### src/design/vicrq_pkg.sv
`default_nettype none

package vicrq_pkg;

    // Register indices; the byte address on the bus is four times the index.
    localparam logic [7:0] REG_IDX_CONTROL0 = 8'h0b;
    localparam logic [7:0] REG_IDX_CONTROL1 = 8'h1e;
    localparam logic [7:0] REG_IDX_GROUP    = 8'h2f;

    // Field positions; global enable and test mode are in CONTROL0 only, where the enables start at EN_LSB + 1.
    localparam int BIT_GLOBAL_EN = 0;
    localparam int BIT_TEST_MODE = 7;
    localparam int EN_LSB        = 0;
    localparam int FLAG_LSB      = 4;

    // Values after reset.
    localparam logic [7:0] RESET_CONTROL0 = 8'h00;
    localparam logic [7:0] RESET_CONTROL1 = 8'h00;
    localparam logic [7:0] RESET_GROUP    = 8'h00;

    // Sources in priority order, index 0 is served first.
    localparam int NUM_SRC   = 6;
    localparam int SRC_EXT   = 0;
    localparam int SRC_CNT0  = 1;
    localparam int SRC_CNT1  = 2;
    localparam int SRC_UART  = 3;
    localparam int SRC_TWI   = 4;
    localparam int SRC_GROUP = 5;

    // Group sub-sources.
    localparam int NUM_SUB  = 3;
    localparam int SUB_CNT2 = 0;
    localparam int SUB_TB   = 1;
    localparam int SUB_RTC  = 2;

    // Fixed call addresses.
    localparam logic [7:0] VEC_NONE  = 8'h00;
    localparam logic [7:0] VEC_EXT   = 8'h04;
    localparam logic [7:0] VEC_CNT0  = 8'h08;
    localparam logic [7:0] VEC_CNT1  = 8'h0c;
    localparam logic [7:0] VEC_UART  = 8'h10;
    localparam logic [7:0] VEC_TWI   = 8'h14;
    localparam logic [7:0] VEC_GROUP = 8'h18;

    localparam int STACK_LEVELS = 16;

    typedef enum logic [1:0] {
        REG_NONE,
        REG_CONTROL0,
        REG_CONTROL1,
        REG_GROUP
    } vicrq_reg_type;

endpackage : vicrq_pkg

`default_nettype wire

### src/design/vicrq_controller.sv
// Implementation choice: the APB interface to the registers.
`default_nettype none

module vicrq_controller
#(
    parameter int ADDR_W       = 12,                        // APB address width.
    parameter int STACK_LEVELS = vicrq_pkg::STACK_LEVELS    // Return stack depth.
)
(
    input  wire logic              pclk,                  // System clock.
    input  wire logic              presetn,               // Asynchronous reset, active low.
    input  wire logic              psel,                  // APB select.
    input  wire logic              penable,               // APB access phase.
    input  wire logic              pwrite,                // APB write when high.
    input  wire logic [ADDR_W-1:0] paddr,                 // APB byte address.
    input  wire logic [31:0]       pwdata,                // APB write data.
    output logic      [31:0]       prdata,                // APB read data.
    output logic                   pready,                // APB ready.
    output logic                   pslverr,               // APB error on unmapped address.
    input  wire logic              ext_irq_pin_n,         // External request pin.
    input  wire logic              counter0_overflow,     // Counter 0 overflow pulse.
    input  wire logic              counter1_overflow,     // Counter 1 overflow pulse.
    input  wire logic              transmit_enable_flag,  // Serial transmit buffer free.
    input  wire logic              receive_complete_flag, // Serial byte received.
    input  wire logic              transmit_idle_flag,    // Serial transmitter idle.
    input  wire logic              receive_idle_flag,     // Serial receiver idle.
    input  wire logic              slave_address_matched, // Two-wire address matched.
    input  wire logic              two_wire_byte_done,    // Two-wire byte done pulse.
    input  wire logic              counter2_overflow,     // Counter 2 overflow pulse.
    input  wire logic              timebase_timeout,      // Time base time-out pulse.
    input  wire logic              rtc_timeout,           // Real time clock time-out pulse.
    input  wire logic              phase_two_clock,       // Phase-two sampling strobe.
    input  wire logic [4:0]        stack_pointer,         // Return stack fill level.
    input  wire logic              irq_return_reenable,   // Return-with-reenable pulse.
    input  wire logic              halted,                // Core is in halt.
    output logic                   irq_call,              // Push PC and branch, one cycle.
    output logic      [7:0]        irq_vector,            // Branch target of the call.
    output logic                   wake_up,               // Wake request to the core.
    output logic                   global_irq_enable      // Current global enable.
);

    // A full stack must be reachable by the five-bit stack pointer.
    if (ADDR_W < 10 || STACK_LEVELS < 1 || STACK_LEVELS > 31)
    begin : g_param_check
        $error("vicrq_controller: unsupported parameter values");
    end

    localparam logic [4:0] STACK_FULL = 5'(STACK_LEVELS);

    function automatic vicrq_pkg::vicrq_reg_type decode_reg(input logic [ADDR_W-1:0] a);
        vicrq_pkg::vicrq_reg_type r;
        r = vicrq_pkg::REG_NONE;
        if (a[1:0] == 2'h0)
        begin
            if (a[ADDR_W-1:2] == (ADDR_W-2)'(vicrq_pkg::REG_IDX_CONTROL0))
            begin
                r = vicrq_pkg::REG_CONTROL0;
            end
            else if (a[ADDR_W-1:2] == (ADDR_W-2)'(vicrq_pkg::REG_IDX_CONTROL1))
            begin
                r = vicrq_pkg::REG_CONTROL1;
            end
            else if (a[ADDR_W-1:2] == (ADDR_W-2)'(vicrq_pkg::REG_IDX_GROUP))
            begin
                r = vicrq_pkg::REG_GROUP;
            end
        end
        return r;
    endfunction : decode_reg

    function automatic logic [7:0] vector_of(input int src);
        logic [7:0] v;
        v = vicrq_pkg::VEC_NONE;
        unique case (src)
            vicrq_pkg::SRC_EXT:   v = vicrq_pkg::VEC_EXT;
            vicrq_pkg::SRC_CNT0:  v = vicrq_pkg::VEC_CNT0;
            vicrq_pkg::SRC_CNT1:  v = vicrq_pkg::VEC_CNT1;
            vicrq_pkg::SRC_UART:  v = vicrq_pkg::VEC_UART;
            vicrq_pkg::SRC_TWI:   v = vicrq_pkg::VEC_TWI;
            vicrq_pkg::SRC_GROUP: v = vicrq_pkg::VEC_GROUP;
            default:              v = vicrq_pkg::VEC_NONE;
        endcase
        return v;
    endfunction : vector_of

    // Register state.
    logic                            global_en_r;
    logic                            test_bit_r;
    logic [vicrq_pkg::NUM_SRC-1:0]   src_en_r;
    logic [vicrq_pkg::NUM_SRC-1:0]   src_flag_r;
    logic [vicrq_pkg::NUM_SUB-1:0]   sub_en_r;
    logic [vicrq_pkg::NUM_SUB-1:0]   sub_flag_r;
    logic [31:0]                     rdata_r;
    logic                            call_r;
    logic [7:0]                      vector_r;
    logic                            wake_r;
    logic                            sa_match_prev_r;
    logic [3:0]                      uart_prev_r;

    // Combinational helpers.
    logic                            ext_fall;
    logic [3:0]                      uart_now;
    logic [vicrq_pkg::NUM_SRC-1:0]   hw_set;
    logic [vicrq_pkg::NUM_SUB-1:0]   sub_set;
    logic [vicrq_pkg::NUM_SRC-1:0]   eligible;
    logic [vicrq_pkg::NUM_SRC-1:0]   ack_clear;
    logic                            stack_full;
    logic                            accept;
    logic [7:0]                      accept_vector;
    logic                            wr_access;
    vicrq_pkg::vicrq_reg_type        wr_sel;
    vicrq_pkg::vicrq_reg_type        rd_sel;

    vicrq_pin_edge vicrq_pin_edge_inst
    (
        .pclk       (pclk),
        .presetn    (presetn),
        .pin_n      (ext_irq_pin_n),
        .fall_pulse (ext_fall)
    );

    assign uart_now = {receive_idle_flag, transmit_idle_flag,
                       receive_complete_flag, transmit_enable_flag};

    // Level conditions set a flag once per rise, so a flag cleared by
    // software is not raised again while the condition merely persists.
    always_ff @(posedge pclk or negedge presetn)
    begin
        if (!presetn)
        begin
            uart_prev_r     <= 4'h0;
            sa_match_prev_r <= 1'b0;
        end
        else
        begin
            uart_prev_r     <= uart_now;
            sa_match_prev_r <= slave_address_matched;
        end
    end

    assign sub_set[vicrq_pkg::SUB_CNT2] = counter2_overflow;
    assign sub_set[vicrq_pkg::SUB_TB]   = timebase_timeout;
    assign sub_set[vicrq_pkg::SUB_RTC]  = rtc_timeout;

    always_comb
    begin
        hw_set                      = '0;
        hw_set[vicrq_pkg::SRC_EXT]  = ext_fall;
        hw_set[vicrq_pkg::SRC_CNT0] = counter0_overflow;
        hw_set[vicrq_pkg::SRC_CNT1] = counter1_overflow;
        hw_set[vicrq_pkg::SRC_UART] = |(uart_now & ~uart_prev_r);
        hw_set[vicrq_pkg::SRC_TWI]  = (slave_address_matched & ~sa_match_prev_r)
                                      | two_wire_byte_done;
        hw_set[vicrq_pkg::SRC_GROUP] = |(sub_set & sub_en_r);
    end

    assign stack_full = (stack_pointer >= STACK_FULL);
    assign eligible   = src_flag_r & src_en_r & {vicrq_pkg::NUM_SRC{global_en_r}};

    // Fixed priority: the lowest index wins.
    always_comb
    begin
        ack_clear     = '0;
        accept_vector = vicrq_pkg::VEC_NONE;
        for (int i = vicrq_pkg::NUM_SRC - 1; i >= 0; i--)
        begin
            if (eligible[i])
            begin
                ack_clear     = '0;
                ack_clear[i]  = 1'b1;
                accept_vector = vector_of(i);
            end
        end
    end

    // Acceptance happens only on the phase-two strobe, and only the highest priority
    // eligible request is served at it; the others wait for a later strobe.
    assign accept = phase_two_clock & ~stack_full & (|eligible);

    assign wr_access = psel & penable & pwrite;
    assign wr_sel    = decode_reg(paddr);
    assign rd_sel    = decode_reg(paddr);

    // Global enable: return-with-reenable beats a write, a write beats the
    // clearing on acceptance.
    always_ff @(posedge pclk or negedge presetn)
    begin
        if (!presetn)
        begin
            global_en_r <= vicrq_pkg::RESET_CONTROL0[vicrq_pkg::BIT_GLOBAL_EN];
            test_bit_r  <= vicrq_pkg::RESET_CONTROL0[vicrq_pkg::BIT_TEST_MODE];
        end
        else
        begin
            if (irq_return_reenable)
            begin
                global_en_r <= 1'b1;
            end
            else if (wr_access && wr_sel == vicrq_pkg::REG_CONTROL0)
            begin
                global_en_r <= pwdata[vicrq_pkg::BIT_GLOBAL_EN];
            end
            else if (accept)
            begin
                global_en_r <= 1'b0;
            end
            if (wr_access && wr_sel == vicrq_pkg::REG_CONTROL0)
            begin
                // Stored and read back only; it steers nothing here.
                test_bit_r <= pwdata[vicrq_pkg::BIT_TEST_MODE];
            end
        end
    end

    // Source enables.
    always_ff @(posedge pclk or negedge presetn)
    begin
        if (!presetn)
        begin
            src_en_r <= {vicrq_pkg::RESET_CONTROL1[vicrq_pkg::EN_LSB +: 3],
                         vicrq_pkg::RESET_CONTROL0[vicrq_pkg::EN_LSB + 1 +: 3]};
            sub_en_r <= vicrq_pkg::RESET_GROUP[vicrq_pkg::EN_LSB +: vicrq_pkg::NUM_SUB];
        end
        else if (wr_access)
        begin
            unique case (wr_sel)
                vicrq_pkg::REG_CONTROL0: src_en_r[2:0] <= pwdata[3:1];
                vicrq_pkg::REG_CONTROL1: src_en_r[5:3] <= pwdata[2:0];
                vicrq_pkg::REG_GROUP:    sub_en_r      <= pwdata[2:0];
                vicrq_pkg::REG_NONE:     ;
            endcase
        end
    end

    // Request flags: hardware set first, then software write, then acceptance.
    genvar g;
    generate
        for (g = 0; g < vicrq_pkg::NUM_SRC; g++)
        begin : g_flag
            localparam vicrq_pkg::vicrq_reg_type OWNER =
                (g < 3) ? vicrq_pkg::REG_CONTROL0 : vicrq_pkg::REG_CONTROL1;
            localparam int FBIT = vicrq_pkg::FLAG_LSB + (g % 3);
            always_ff @(posedge pclk or negedge presetn)
            begin
                if (!presetn)
                begin
                    src_flag_r[g] <= 1'b0;
                end
                else if (hw_set[g])
                begin
                    src_flag_r[g] <= 1'b1;
                end
                else if (wr_access && wr_sel == OWNER)
                begin
                    src_flag_r[g] <= pwdata[FBIT];
                end
                else if (accept && ack_clear[g])
                begin
                    src_flag_r[g] <= 1'b0;
                end
            end
        end
        for (g = 0; g < vicrq_pkg::NUM_SUB; g++)
        begin : g_sub
            always_ff @(posedge pclk or negedge presetn)
            begin
                if (!presetn)
                begin
                    sub_flag_r[g] <= 1'b0;
                end
                else if (sub_set[g])
                begin
                    sub_flag_r[g] <= 1'b1;
                end
                else if (wr_access && wr_sel == vicrq_pkg::REG_GROUP)
                begin
                    // Only a write clears these; acceptance and reads do not.
                    sub_flag_r[g] <= pwdata[vicrq_pkg::FLAG_LSB + g];
                end
            end
        end
    endgenerate

    // Call output: a one-cycle pulse carrying the vector; the core pushes the
    // program counter alone and branches, any other context is software's job.
    always_ff @(posedge pclk or negedge presetn)
    begin
        if (!presetn)
        begin
            call_r   <= 1'b0;
            vector_r <= vicrq_pkg::VEC_NONE;
        end
        else
        begin
            call_r <= accept;
            if (accept)
            begin
                vector_r <= accept_vector;
            end
        end
    end

    // Wake ignores the global enable and the phase-two strobe, since in halt
    // the strobe may not run at all.
    always_ff @(posedge pclk or negedge presetn)
    begin
        if (!presetn)
        begin
            wake_r <= 1'b0;
        end
        else
        begin
            wake_r <= halted & (|(src_flag_r & src_en_r));
        end
    end

    // Read data is captured in the setup phase and presented in the access phase.
    always_ff @(posedge pclk or negedge presetn)
    begin
        if (!presetn)
        begin
            rdata_r <= 32'h0000_0000;
        end
        else if (psel && !penable)
        begin
            unique case (rd_sel)
                vicrq_pkg::REG_CONTROL0:
                    rdata_r <= {24'h00_0000, test_bit_r, src_flag_r[2:0],
                                src_en_r[2:0], global_en_r};
                vicrq_pkg::REG_CONTROL1:
                    rdata_r <= {24'h00_0000, 1'b0, src_flag_r[5:3],
                                1'b0, src_en_r[5:3]};
                vicrq_pkg::REG_GROUP:
                    rdata_r <= {24'h00_0000, 1'b0, sub_flag_r, 1'b0, sub_en_r};
                vicrq_pkg::REG_NONE:
                    rdata_r <= 32'h0000_0000;
            endcase
        end
    end

    assign prdata            = rdata_r;
    assign pready            = 1'b1;
    assign pslverr           = psel & penable & (rd_sel == vicrq_pkg::REG_NONE);
    assign irq_call          = call_r;
    assign irq_vector        = vector_r;
    assign wake_up           = wake_r;
    assign global_irq_enable = global_en_r;

endmodule : vicrq_controller

`default_nettype wire

### src/design/vicrq_pin_edge.sv
`default_nettype none

// Brings the external request pin into the pclk domain and flags its falling edge.
module vicrq_pin_edge
(
    input  wire logic pclk,      // System clock.
    input  wire logic presetn,   // Asynchronous reset, active low.
    input  wire logic pin_n,     // Asynchronous pin level.
    output logic      fall_pulse // One cycle on a high-to-low transition.
);

    logic meta_r;
    logic sync_r;
    logic prev_r;

    // The pin idles high, so reset to high avoids a false edge after release.
    always_ff @(posedge pclk or negedge presetn)
    begin
        if (!presetn)
        begin
            meta_r <= 1'b1;
            sync_r <= 1'b1;
            prev_r <= 1'b1;
        end
        else
        begin
            meta_r <= pin_n;
            sync_r <= meta_r;
            prev_r <= sync_r;
        end
    end

    assign fall_pulse = prev_r & ~sync_r;

endmodule : vicrq_pin_edge

`default_nettype wire

### config.mk
export PLATFORM = sky130hd
export DESIGN_NAME = vicrq_controller
export DESIGN_NICKNAME = d
export VERILOG_FILES = /design/src/design/vicrq_pkg.sv /design/src/design/vicrq_controller.sv /design/src/design/vicrq_pin_edge.sv
export SDC_FILE = /design/constraint.sdc
export NUM_CORES = 1
export LEC_CHECK = 0
export ABC_AREA = 1
export ABC_CLOCK_PERIOD_IN_PS = 3860
export BUFFER_PORTS_ARGS = -buffer_cell sky130_fd_sc_hd__buf_2
export CAP_MARGIN = 10
export CORE_MARGIN = 5
export CORE_UTILIZATION = 50
export DETAILED_ROUTE_END_ITERATION = 8
export MAX_ROUTING_LAYER = met4
export PLACE_DENSITY = 0.85
export SYNTH_ARGS = -nofsm -noshare
export SYNTH_HDL_FRONTEND = slang
export SYNTH_SLANG_ARGS = --single-unit
### constraint.sdc
create_clock -name pclk -period 3.86 [get_ports pclk]
set_input_delay 0.386 -clock pclk [delete_from_list [all_inputs] [get_ports pclk]]
set_output_delay 0.386 -clock pclk [all_outputs]
set_load 0.01 [all_outputs]
; ---- Yosys cells after proc, flatten, opt, wreduce, memory -nomap -nowiden
; Cells that the tools add are included.
[totals]
register_bits = 70
[classes]
bitwise = 17
magnitude_cmp = 1
eq_ne = 6
reduce_logical = 30
muxes = 44
[ops]
columns = op, n
row1 = 32-bit one-hot mux with 4 select lines, 1
row2 = 6-bit 2-to-1 mux, 6
row3 = 1-bit 2-to-1 mux, 27
row4 = 8-bit 2-to-1 mux, 3
row5 = 3-bit nonzero test, 7
row6 = 5-bit 2-to-1 mux, 3
row7 = 6-bit AND, 2
row8 = 6-bit OR reduction, 2
row9 = "10-bit by 4-bit == test with 1-bit output, second input constant", 1
row10 = "10-bit by 5-bit == test with 1-bit output, second input constant", 1
row11 = "10-bit by 6-bit == test with 1-bit output, second input constant", 1
row12 = 1-bit logical AND, 10
row13 = 1-bit AND, 8
row14 = 2-bit 2-to-1 mux, 4
row15 = 2-bit AND reduction, 3
row16 = 2-bit nonzero test, 3
row17 = "5-bit >= comparator, second input constant", 1
row18 = 4-bit AND, 1
row19 = "2-bit == test, second input constant", 2
row20 = 2-bit zero test, 2
row21 = 4-bit inverter, 1
row22 = 4-bit OR reduction, 1
row23 = 3-bit AND, 1
row24 = 1-bit inverter, 3
row25 = 4 further kinds, 4

; ---- Depth between registers and ports, before layout
; Gate-level depths: netlist of run 1.
[logic_depth]
depth_word = 12
ltp_mapped = 11

; ---- Cells and area by module
; A second synthesis of run 1 with hierarchy kept.
[hier_totals]
hier_cells = 312
hier_area_um2 = 2463.6
[by_module_without_submodules]
columns = module, n_inst, cells_each, area_each_um2
row1 = vicrq_controller, 1, 307, 2374.8
row2 = vicrq_pin_edge, 1, 5, 88.8

; ---- Worst setup path after synthesis of run 1
; Ideal clock, no wire load.
[synth_path]
path_type = input to output
start = input paddr[1]
end = output pslverr
slack_ns = 2.298
arrival_time_ns = 1.176
required_time_ns = 3.474
cell_stages = 5
path_cell_list = nor2_1 buf_2 inv_1 o21ai_0 a21oi_1
[synth_between]
elab_chain_len = 4
[synth_lines]
columns = element, line
row1 = from (decl), vicrq_controller.sv:15  ; input wire logic [ADDR_W-1:0] paddr,
row2 = 2-bit zero test, vicrq_controller.sv:53  ; if (a[1:0] == 2'h0)
row3 = 2-bit 2-to-1 mux, vicrq_controller.sv:53
row4 = 2-bit zero test, vicrq_controller.sv:343  ; assign pslverr = psel & penable & (rd_sel == vicrq_pkg::REG_NONE);
row5 = 1-bit AND, vicrq_controller.sv:343
row6 = to (decl), vicrq_controller.sv:19  ; output logic pslverr,
; Every way passes these cells.

; ---- Final worst setup path of run 1
; Ends and elaborated chain as after synthesis.

==> summary.md, run 1 <==
| Metric | Value |
|---|---|
| Final number of max-transition violations | `0` |
| Pwr per Cell Area | `345 nW/um^2` |
| Dominant cells by area after synthesis | `dfrtp_1 39%, nand2_1 9.7%, buf_4 9.2%` |
| Stages on worst setup path | `6` |
| Total I/O pin count | `114` |
| Gr usage total | `0.181` |
| Largest net degree at the start of global routing | `42` |
| Die ar. | `6370 um^2` |
| Antenna viol nets, final | `0` |
| Flops & latches, synth | `41` |
| Vias | `2,087` |
| Largest fanout on the critical path | `13` |
| DR vias/cell | `4.78` |
| Sink Count | `41` |
| Critical path origin | `paddr[1]` |
| Clock Skew | `0.00727 ns` |
| Fmax achieved | `493 MHz` |
| Synthesis-to-finish area growth | `14.1%` |
| Run status | `finished clean` |
| Worst Path Buf+Inv | `3` |
| CTS tree | `built` |
| Die W | `79.8 um` |
| TNS Setup | `0 ns` |
| RSZ-0062 raised after global routing | `no` |
| Cells after synthesis | `312` |
| CP max stage delay | `0.68 ns` |
| FF-to-FF End | `src_flag_r[2]` |
| Hold-fix buffers, CTS | `0` |
| Layout cells sized above 1 | `0.270` |
| Core Box Area | `4720 um^2` |
| Category of the worst setup path launch point | `input port` |
| Slew HR | `0.404` |
| Critical R2R Launch | `global_irq_enable` |
| Final core utilization | `0.589` |
| HP Class | `in -> reg` |
| Worst setup EP type | `output port` |
| CTS Root Cell | `clkbuf_8` |
| Post-synth top area cell | `dfrtp_1` |
| Vias in the first global route | `2,038` |
| R2R depth | `9` |
| H-tree Lvls | `2` |
| Drt first pass iters | `4` |
| Crit share post-route | `0.525` |
| Initial antenna violation count | `0` |
| WL/cell | `12.3 um` |
| Die Y-Extent | `79.8 um` |
| CP top delay family | `simple AND/OR/NAND/NOR gates` |
| Clk Latency, worst-skew pair | `0.30 ns` |
| First-pass GRT wire length | `8.94 mm` |
| # port buffers | `55` |
| Peak VDD IR | `0.000368 V` |
| Cts repair resizes | `0` |
| DRC | `0` |
| MaxCap Viol Count | `0` |
| Post-synth top area share | `0.390` |
| Register-to-Register Setup Slack | `2.24 ns` |
| Crit-path cells | `buf_2 -> nor2_1 -> inv_1 -> o21ai_0 -> a21oi_1 -> buf_2` |
| Crit path top cell by count | `buf_2` |
| Net count, final | `438` |
| Worst path slowest cell | `nor2_1` |
| Clock transition at path regs | `0.07 ns` |
| Final hold viol count | `0` |
| FILL cells | `418` |
| Remaining global-route overflow | `0` |
| Drt total wl | `5.37 mm` |
| Syn. warnings | `0` |
| Setup Viol. Count Final | `0` |
| DR iter-0 viols | `154` |
| RD Place Congestion | `0.896` |
| DP HPWL | `4.20 mm` |
| Distinct cells, synth | `34` |
| Mapped Area | `2440 um^2` |
| Fin crit period | `2.03 ns` |
| Worst EP arrival | `1.64 ns` |
| Total CTS buffers | `5` |
| Diode count | `0` |
| Critical Path Sink | `pslverr` |
| Number of post-CTS setup repair buffers | `0` |
| Avg Cell Area, Syn | `7.82 um^2` |
| Floorplan row count | `25` |
| Clock Path Buffers | `2` |
| Critical Path RT | `3.47 ns` |
| Post-synthesis sequential area ratio | `0.422` |
| CP Class | `in -> out` |
| Leak | `0.00151 uW` |
| Actual slew at the worst max-slew pin | `0.890 ns` |
| Starting Density | `0.516` |
-- layer usage --
layer,part of all wire,track usage,up-vias
met5,0,-,-
met4,0.018,0.0693,0
met3,0.084,0.0372,10
met2,0.46,0.285,95
met1,0.44,0.231,943
li1,-,-,1039
-- final cells by class --
type | count | area [um^2] | area share
well taps | 67 | 83.8 | 0.0301
repair buffers | 55 | 275 | 0.0989
clock buffers | 5 | 68.8 | 0.0247
clock inverters | 3 | 65.1 | 0.0234
flip-flops and latches | 41 | 1030 | 0.370
multi-input cells | 217 | 1080 | 0.387
inverters | 49 | 184 | 0.0661
-- power breakdown --
| group | leakage [uW] | total, uW | switching [uW] | internal [uW] |
|---|---|---|---|---|
| logic | 0.000967 | 103 | 67.1 | 36.0 |
| clock network | 0.0000681 | 407 | 151 | 257 |
| registers | 0.000477 | 448 | 5.02 | 443 |
| total | 0.00151 | 959 | 223 | 736 |
-- synthesized netlist by cell type, drive strengths merged --
master  instances
a21oi           9
a221oi          1
a22o            1
a22oi           1
a31oi           1
buf            32
clkbuf          1
conb            2
dfrtp          38
dfstp           3
inv            49
nand2          68
nand3          22
nand4          11
nor2           38
nor3            4
o21a            1
o21ai          25
o22ai           1
o31ai           2
or2             2
-- registers in the layout, summed over array words and instances, names as in the netlist --
signal / flops
vicrq_pin_edge_inst.sync_r: 1
irq_vector: 3
sub_flag_r: 3
wake_up: 1
vicrq_pin_edge_inst.meta_r: 1
irq_call: 1
sa_match_prev_r: 1
sub_en_r: 3
src_flag_r: 6
test_bit_r: 1
global_irq_enable: 1
src_en_r: 6
uart_prev_r: 4
prdata: 8
vicrq_pin_edge_inst.prev_r: 1
-- cells by family (layout without fill, tap and decap cells) --
group           Yosys count  after routing  share of synthesized area
flops                    41             41                      0.422
buf+inv                  82            112                      0.180
compound gates           42             42                      0.109
simple gates            145            145                      0.286
other cells               2             30                    0.00308
-- placed cells by master, fill, tap and decap left out, types with 2 or more instances in the layout --
master / instances
nand2_1: 63
buf_2: 55
inv_1: 44
dfrtp_1: 38
conb_1: 30
nor2_1: 29
nand3_1: 19
o21ai_0: 14
nand4_1: 11
a21oi_1: 6
o21ai_1: 6
inv_2: 5
nor2_2: 5
nand2_2: 5
o21ai_2: 5
clkbuf_8: 5
nor2_4: 4
nor3_1: 3
a21oi_2: 3
dfstp_2: 3
nand3_2: 2
or2_2: 2
bufinv_16: 2
-- worst reg2reg max path: cells and delay by family, from the launching register on --
family,cells,cell delay (ns)
DFF,1,0.48
and+or+nand+nor,8,0.88
buffers and inverters,1,0.15
-- per-stage QoR --
| stage | worst slack, ns | hold WS [ns] | power (uW) | std cells | instance area [um^2] |
|---|---|---|---|---|---|
| finish | 1.83 | 0.187 | 959 | 437 | 2780 |
| global route | 1.72 | 0.180 | 1000 | 437 | 2780 |
| CTS | 1.85 | 0.180 | 964 | 437 | 2780 |
| detailed placement | 1.74 | 0.349 | 560 | 429 | 2650 |
| global placement | 1.78 | 0.347 | 558 | 429 | 2650 |
| floorplan | 2.30 | 0.0904 | 532 | 340 | 2540 |
-- worst min path at each step --
stage                                    start                         end  slack [ns]  cells after the start
finish                           ext_irq_pin_n  vicrq_pin_edge_inst.meta_r        0.19                      1
global route                     ext_irq_pin_n  vicrq_pin_edge_inst.meta_r        0.18                      1
CTS                              ext_irq_pin_n  vicrq_pin_edge_inst.meta_r        0.18                      1
detailed placement  vicrq_pin_edge_inst.meta_r  vicrq_pin_edge_inst.sync_r        0.35                      0
global placement    vicrq_pin_edge_inst.meta_r  vicrq_pin_edge_inst.sync_r        0.35                      0
floorplan                              presetn           global_irq_enable        0.09                      0
(Power assumes the default switching activity.)
==> run 2, diff against run 1 <==
--- a/config.mk
+++ b/config.mk
@@ -6,14 +6,14 @@
 export NUM_CORES = 1
 export LEC_CHECK = 0
 export ABC_AREA = 1
-export ABC_CLOCK_PERIOD_IN_PS = 3860
+export ABC_CLOCK_PERIOD_IN_PS = 1900
 export BUFFER_PORTS_ARGS = -buffer_cell sky130_fd_sc_hd__buf_2
 export CAP_MARGIN = 10
 export CORE_MARGIN = 5
-export CORE_UTILIZATION = 50
+export CORE_UTILIZATION = 47
 export DETAILED_ROUTE_END_ITERATION = 8
 export MAX_ROUTING_LAYER = met4
-export PLACE_DENSITY = 0.85
+export PLACE_DENSITY = 0.81
 export SYNTH_ARGS = -nofsm -noshare
 export SYNTH_HDL_FRONTEND = slang
 export SYNTH_SLANG_ARGS = --single-unit
==> constraint.sdc (replaced) <==
create_clock -name pclk -period 1.9 [get_ports pclk]
set_input_delay 0.19 -clock pclk [delete_from_list [all_inputs] [get_ports pclk]]
set_output_delay 0.19 -clock pclk [all_outputs]
set_load 0.01 [all_outputs]
==> summary.md, run 2 (synthesis results as in run 1) <==
| Metric | Value |
|---|---|
| Run status | `finished clean` |
| MaxCap Viol Count | `0 (unchanged)` |
| Crit share post-route | `0.843` |
| Core Box Area | `5070 um^2 (+7.4%)` |
| Vias in the first global route | `1,934 (-5.1%)` |
| Remaining global-route overflow | `0 (unchanged)` |
| Largest fanout on the critical path | `8 (-5)` |
| Worst setup EP type | `register` |
| Register-to-Register Setup Slack | `0.30 ns (-1.94 ns)` |
| Peak VDD IR | `0.000468 V (+27%)` |
| DP HPWL | `4.24 mm (+0.95%)` |
| Sink Count | `41 (unchanged)` |
| Clock Skew | `0.00915 ns (+0.00189 ns)` |
| Number of post-CTS setup repair buffers | `0 (unchanged)` |
| Pwr per Cell Area | `646 nW/um^2 (+88%)` |
| TNS Setup | `0 ns (unchanged)` |
| HP Class | `in -> reg` |
| Die ar. | `6730 um^2 (+5.6%)` |
| DRC | `0 (unchanged)` |
| CTS tree | `built` |
| Worst Setup Slack, final | `0.298 ns (-1.54 ns)` |
| Critical Path RT | `2.08 ns (-1.39 ns)` |
| Worst Path Buf+Inv | `1 (-2)` |
| H-tree Lvls | `2 (unchanged)` |
| Die Y-Extent | `82.0 um (+2.7%)` |
| Drt first pass iters | `4 (unchanged)` |
| Leak | `0.00152 uW (+0.69%)` |
| Antenna viol nets, final | `0 (unchanged)` |
| Gr usage total | `0.170 (-0.0113)` |
| Worst path slowest cell | `dfrtp_1` |
| Layout cells sized above 1 | `0.272 (+0.00173)` |
| Largest net degree at the start of global routing | `42 (unchanged)` |
| CP Class | `reg -> reg` |
| Initial antenna violation count | `0 (unchanged)` |
| Total CTS buffers | `5 (unchanged)` |
| Net count, final | `443 (+1.1%)` |
| Fin crit period | `1.60 ns` |
| Final core utilization | `0.552 (-0.0369)` |
| Cts repair resizes | `0 (unchanged)` |
| Setup Viol. Count Final | `0 (unchanged)` |
| Diode count | `0 (unchanged)` |
| Clk Latency, worst-skew pair | `0.29 ns (about the same)` |
| Crit-path cells | `nand3_1 -> nand2_1 -> nor2_2 -> nand2_1 -> nand2_2 -> inv_2 -> nand3_1 -> nand3_1 -> nand2_1` |
| Placement Setup Slack | `0.284 ns (-1.45 ns)` |
| Starting Density | `0.481 (-0.0358)` |
| Clock Path Buffers | `2 (unchanged)` |
| Commonest non-fill, non-tap cell in the layout | `nand2_1` |
| CP max stage delay | `0.50 ns (-0.18 ns)` |
| DR iter-0 viols | `154 (unchanged)` |
| CP top delay family | `simple AND/OR/NAND/NOR gates` |
| DR vias/cell | `4.76 (-0.39%)` |
| Worst EP arrival | `1.78 ns (+0.14 ns)` |
| Final number of max-transition violations | `0 (unchanged)` |
| Floorplan row count | `26 (+4.0%)` |
| Category of the worst setup path launch point | `register` |
| Synthesis-to-finish area growth | `14.9%` |
| Total I/O pin count | `114 (unchanged)` |
| CTS Root Cell | `clkbuf_8` |
| Slew HR | `0.653 (+0.249)` |
| Final hold viol count | `0 (unchanged)` |
| Clock transition at path regs | `0.08 ns (about the same)` |
| Max reg flops | `8 (unchanged)` |
| First-pass GRT wire length | `8.61 mm (-3.7%)` |
| RSZ-0062 raised after global routing | `no` |
| Commonest cells after routing, fill and taps aside | `63 x nand2_1, 55 x buf_2, 44 x inv_1, 38 x dfrtp_1, 30 x conb_1` |
| # port buffers | `55 (unchanged)` |
| RD Place Congestion | `0.830 (-7.3%)` |
| Vias | `2,117 (+1.4%)` |
| Actual slew at the worst max-slew pin | `0.521 ns (-0.370 ns)` |
| Drt total wl | `5.45 mm (+1.6%)` |
| WL/cell | `12.3 um (-0.21%)` |
| Fmax achieved | `624 MHz` |
| Die W | `82.0 um (+2.7%)` |
-- run 2: cell types whose count changed in the layout (fill, tap and decap cells not counted) --
cell | before | now
bufinv_16 | 2 | 1
dlygate4sd3_1 | 0 | 2
buf_4 | 0 | 3
clkbuf_1 | 0 | 1
-- run 2: where the power goes --
part	internal (uW)	total (uW)	leakage (uW)	switching (uW)
clock	390	684	0.0000552	294
combinational	79.9	218	0.000990	138
sequential	900	910	0.000477	9.79
total	1370	1810	0.00152	442
-- run 2: what timing repair did --
action / in CTS / in global routing
hold buffers: 2 / 0
endpoints found under the setup margin: 0 / 0
endpoints found under the hold margin: 39 / 0
-- run 2: worst paths after layout --
check | end | startpoint | depth (start not counted)
min reg2reg | vicrq_pin_edge_inst.sync_r | vicrq_pin_edge_inst.meta_r | 0
min in group asynchronous | prdata[4] | presetn | 3
max | src_flag_r[1] | global_irq_enable | 9
max reg2reg | src_flag_r[1] | global_irq_enable | 9
min | uart_prev_r[2] | transmit_idle_flag | 1
max in group asynchronous | vicrq_pin_edge_inst.sync_r | presetn | 3
-- run 2: through the flow --
| stage | std cells | instance area [um^2] | total power [uW] | hold slack, ns |
|---|---|---|---|---|
| finish | 445 | 2800 | 1810 | 0.0206 |
| global route | 445 | 2800 | 1900 | 0.00552 |
| CTS | 445 | 2800 | 1830 | 0.0134 |
| detailed placement | 435 | 2680 | 1140 | 0.284 |
| global placement | 435 | 2680 | 1140 | 0.283 |
| floorplan | 340 | 2540 | 1080 | -0.106 |
-- run 2: cell type report --
cell class,count,area (um^2)
multi-input combinational,217,1080
tap,70,87.6
clock buffer,6,72.6
fill,487,2270
sequential,41,1030
clock inverter,2,35.0
timing repair buffer,60,318
inverter,49,184
-- run 2: worst register-to-register path: stages, from the launching register on --
cell	delay [ns]
dfrtp_1	0.50
nand3_1	0.22
nand2_1	0.13
nor2_2	0.06
nand2_1	0.08
nand2_2	0.11
inv_2	0.15
nand3_1	0.10
nand3_1	0.08
nand2_1	0.05
-- run 2: layer usage --
| metal | share of wire | wire length (um) | GRT usage | up-vias |
|---|---|---|---|---|
| li1 | - | - | - | 1054 |
| met2 | 0.47 | 2550 | 0.265 | 90 |
| met4 | 0.015 | 80 | 0.0565 | 0 |
| met3 | 0.088 | 480 | 0.0340 | 9 |
| met1 | 0.43 | 2350 | 0.222 | 964 |
| met5 | 0 | 0 | - | - |
==> run 3, diff against run 2 <==
--- a/config.mk
+++ b/config.mk
@@ -6,14 +6,14 @@
 export NUM_CORES = 1
 export LEC_CHECK = 0
 export ABC_AREA = 1
-export ABC_CLOCK_PERIOD_IN_PS = 1900
+export ABC_CLOCK_PERIOD_IN_PS = 1380
 export BUFFER_PORTS_ARGS = -buffer_cell sky130_fd_sc_hd__buf_2
 export CAP_MARGIN = 10
 export CORE_MARGIN = 5
-export CORE_UTILIZATION = 47
+export CORE_UTILIZATION = 42
 export DETAILED_ROUTE_END_ITERATION = 8
 export MAX_ROUTING_LAYER = met4
-export PLACE_DENSITY = 0.81
+export PLACE_DENSITY = 0.76
 export SYNTH_ARGS = -nofsm -noshare
 export SYNTH_HDL_FRONTEND = slang
 export SYNTH_SLANG_ARGS = --single-unit
==> constraint.sdc (replaced) <==
create_clock -name pclk -period 1.38 [get_ports pclk]
set_input_delay 0.138 -clock pclk [delete_from_list [all_inputs] [get_ports pclk]]
set_output_delay 0.138 -clock pclk [all_outputs]
set_load 0.01 [all_outputs]
==> summary.md, run 3 (synthesis results as in run 1) <==
| Metric | Value |
|---|---|
| WL/cell | `13.1 um (+6.6%)` |
| Starting Density | `0.437 (-0.0430)` |
| Setup Viol. Count Final | `0 (unchanged)` |
| Crit-path cells | `nand2_2 -> inv_1 -> o21ai_2 -> nand2_2 -> nand2_4 -> inv_6 -> nand3_2 -> nand3_2 -> nand2_1` |
| Total I/O pin count | `114 (unchanged)` |
| RSZ-0062 raised after global routing | `yes` |
| Die Y-Extent | `86.2 um (+5.1%)` |
| DP HPWL | `4.71 mm (+11%)` |
| Final hold viol count | `0 (unchanged)` |
| Critical Path Sink | `src_flag_r[1]` |
| FF-to-FF End | `src_flag_r[1]` |
| Largest net degree at the start of global routing | `27 (-36%)` |
| CTS tree | `built` |
| CTS Root Cell | `clkbuf_8` |
| Clock Skew | `0.00475 ns (-0.00440 ns)` |
| Worst Setup Slack, final | `0.00107 ns (-0.297 ns)` |
| CP max stage delay | `0.44 ns (-0.06 ns)` |
| Dpl cells | `457 (+5.1%)` |
| Layout cells sized above 1 | `0.369 (+0.0972)` |
| TNS Setup | `0 ns (unchanged)` |
| Pint | `1780 uW (+30%)` |
| HP Class | `in -> reg` |
| Commonest cells after routing, fill and taps aside | `56 x nand2_1, 55 x buf_2, 42 x inv_1, 37 x dfrtp_1, 30 x conb_1` |
| Fin crit period | `1.38 ns (-0.223 ns)` |
| Floorplan row count | `27 (+3.8%)` |
| Remaining global-route overflow | `0 (unchanged)` |
| FILL cells | `514 (+5.5%)` |
| Final non-filler cell total | `481 (+8.1%)` |
| Worst path slowest cell | `dfrtp_1` |
| RD Place Congestion | `0.852 (+2.7%)` |
| Register-to-Register Setup Slack | `0.001 ns (-0.30 ns)` |
| Core Box Area | `5570 um^2 (+9.8%)` |
| Die ar. | `7430 um^2 (+10%)` |
| Critical Path RT | `1.57 ns (-0.51 ns)` |
| Clock share of power | `0.340 (-0.037)` |
| Max reg flops | `8 (unchanged)` |
| Fmax achieved | `725 MHz (+16%)` |
| Critical path origin | `src_flag_r[3]` |
| DP Area | `2870 um^2 (+7.1%)` |
| Multi-input combinational cell area | `1190 um^2 (+10%)` |
| Vias in the first global route | `2,186 (+13%)` |
| Initial antenna violation count | `0 (unchanged)` |
| Sw Pwr | `623 uW (+41%)` |
| Sequential cell area | `1030 um^2 (+0.12%)` |
| Final number of max-transition violations | `0 (unchanged)` |
| Antenna viol nets, final | `0 (unchanged)` |
| Die W | `86.2 um (+5.1%)` |
| Clock transition at path regs | `0.07 ns (about the same)` |
| Combinational power share | `0.138 (+0.018)` |
| Sink Count | `41 (unchanged)` |
| Leak | `0.00172 uW (+13%)` |
| H-tree Lvls | `2 (unchanged)` |
| CP Class | `reg -> reg` |
| R2R depth | `9 (unchanged)` |
| Synthesis-to-finish area growth | `32.0%` |
| Diode count | `0 (unchanged)` |
| Net count, final | `477 (+7.7%)` |
| Clock Path Buffers | `2 (unchanged)` |
| Pwr per Cell Area | `746 nW/um^2 (+15%)` |
| First-pass GRT wire length | `9.86 mm (+15%)` |
| Peak VDD IR | `0.000669 V (+43%)` |
| Hold Slack | `0.0336 ns (+0.0130 ns)` |
| Crit share post-route | `0.999 (+0.156)` |
| Vias | `2,282 (+7.8%)` |
| Clk Latency, worst-skew pair | `0.30 ns (about the same)` |
| Largest fanout on the critical path | `7 (-1)` |
| Placement Setup Slack | `-0.0394 ns (-0.323 ns)` |
| MaxCap Viol Count | `0 (unchanged)` |
| DRC | `0 (unchanged)` |
| # port buffers | `55 (unchanged)` |
| DR iter-0 viols | `138 (-10%)` |
| Run status | `finished clean` |
| DR vias/cell | `4.74 (-0.27%)` |
| Drt first pass iters | `4 (unchanged)` |
| Sequential share of power | `0.523 (+0.021)` |
| Final instance area | `3220 um^2 (+15%)` |
| Worst setup EP type | `register` |
| Sw Ratio | `0.260 (+0.0158)` |
| Category of the worst setup path launch point | `register` |
| Total CTS buffers | `5 (unchanged)` |
| Commonest non-fill, non-tap cell in the layout | `nand2_1` |
| Critical R2R Launch | `src_flag_r[3]` |
| Worst EP arrival | `1.57 ns (-0.21 ns)` |
| Drt total wl | `6.28 mm (+15%)` |
| Gr usage total | `0.171 (+0.00118)` |
[run 3: cell types whose count changed in the layout (fill, tap and decap cells not counted), sizes merged]
cell         delta
clkinv          -1
buf            +29
dlygate4sd3     +5
bufinv          -1
clkbuf          +2
[run 3: what timing repair did]
action,CTS,global route
endpoints found under the setup margin,6,11
hold buffers,7,0
gates resized for setup,6,32
pin swaps,0,10
hold endpoints to repair,18,0
buffers inserted,3,6
[run 3: final cells by class]
| class | count | share of cell area |
|---|---|---|
| repair buffers | 94 | 0.195 |
| clock buffers | 8 | 0.0280 |
| flip-flops and latches | 41 | 0.320 |
| inverters | 49 | 0.0595 |
| multi-input cells | 217 | 0.369 |
| well taps | 72 | 0.0280 |
[run 3: per-stage QoR]
stage	util	total power (uW)
floorplan	-	1490
global placement	0.514	1580
detailed placement	0.514	1590
CTS	0.550	2410
global route	0.577	2520
finish	0.577	2400
[run 3: metal layers]
layer,vias to the layer above,wire (um),GRT usage
met2,100,3010,0.286
met3,11,510,0.0437
met1,1051,2660,0.210
li1,1120,-,-
met4,0,99,0.0382
met5,-,0,-
[run 3: worst min path at each step]
stage | depth (start not counted) | startpoint | to | slack (ns)
2_1_floorplan | 0 | presetn | global_irq_enable | -0.16
3_3_place_gp | 1 | presetn | uart_prev_r[2] | 0.07
3_5_place_dp | 1 | presetn | uart_prev_r[2] | 0.09
4_1_cts | 3 | counter1_overflow | src_flag_r[2] | 0.03
5_1_grt | 3 | counter1_overflow | src_flag_r[2] | 0.03
6_report | 3 | counter1_overflow | src_flag_r[2] | 0.03
[run 3: worst max-delay path: cells and delay by family (launching register included)]
kind,cells,cell delay (ns)
buffers and inverters,2,0.24
AOI/OAI and AO/OA,1,0.08
DFF,1,0.44
and+or+nand+nor,6,0.50
[run 3: power by group through the flow]
stage / Clock [uW] / Sequential [uW] / Combinational [uW]
after floorplan: 0 / 1290 / 200
after global placement: 0 / 1280 / 300
after detailed placement: 0 / 1280 / 307
after CTS: 827 / 1260 / 325
after global routing: 889 / 1260 / 370
final: 815 / 1250 / 331
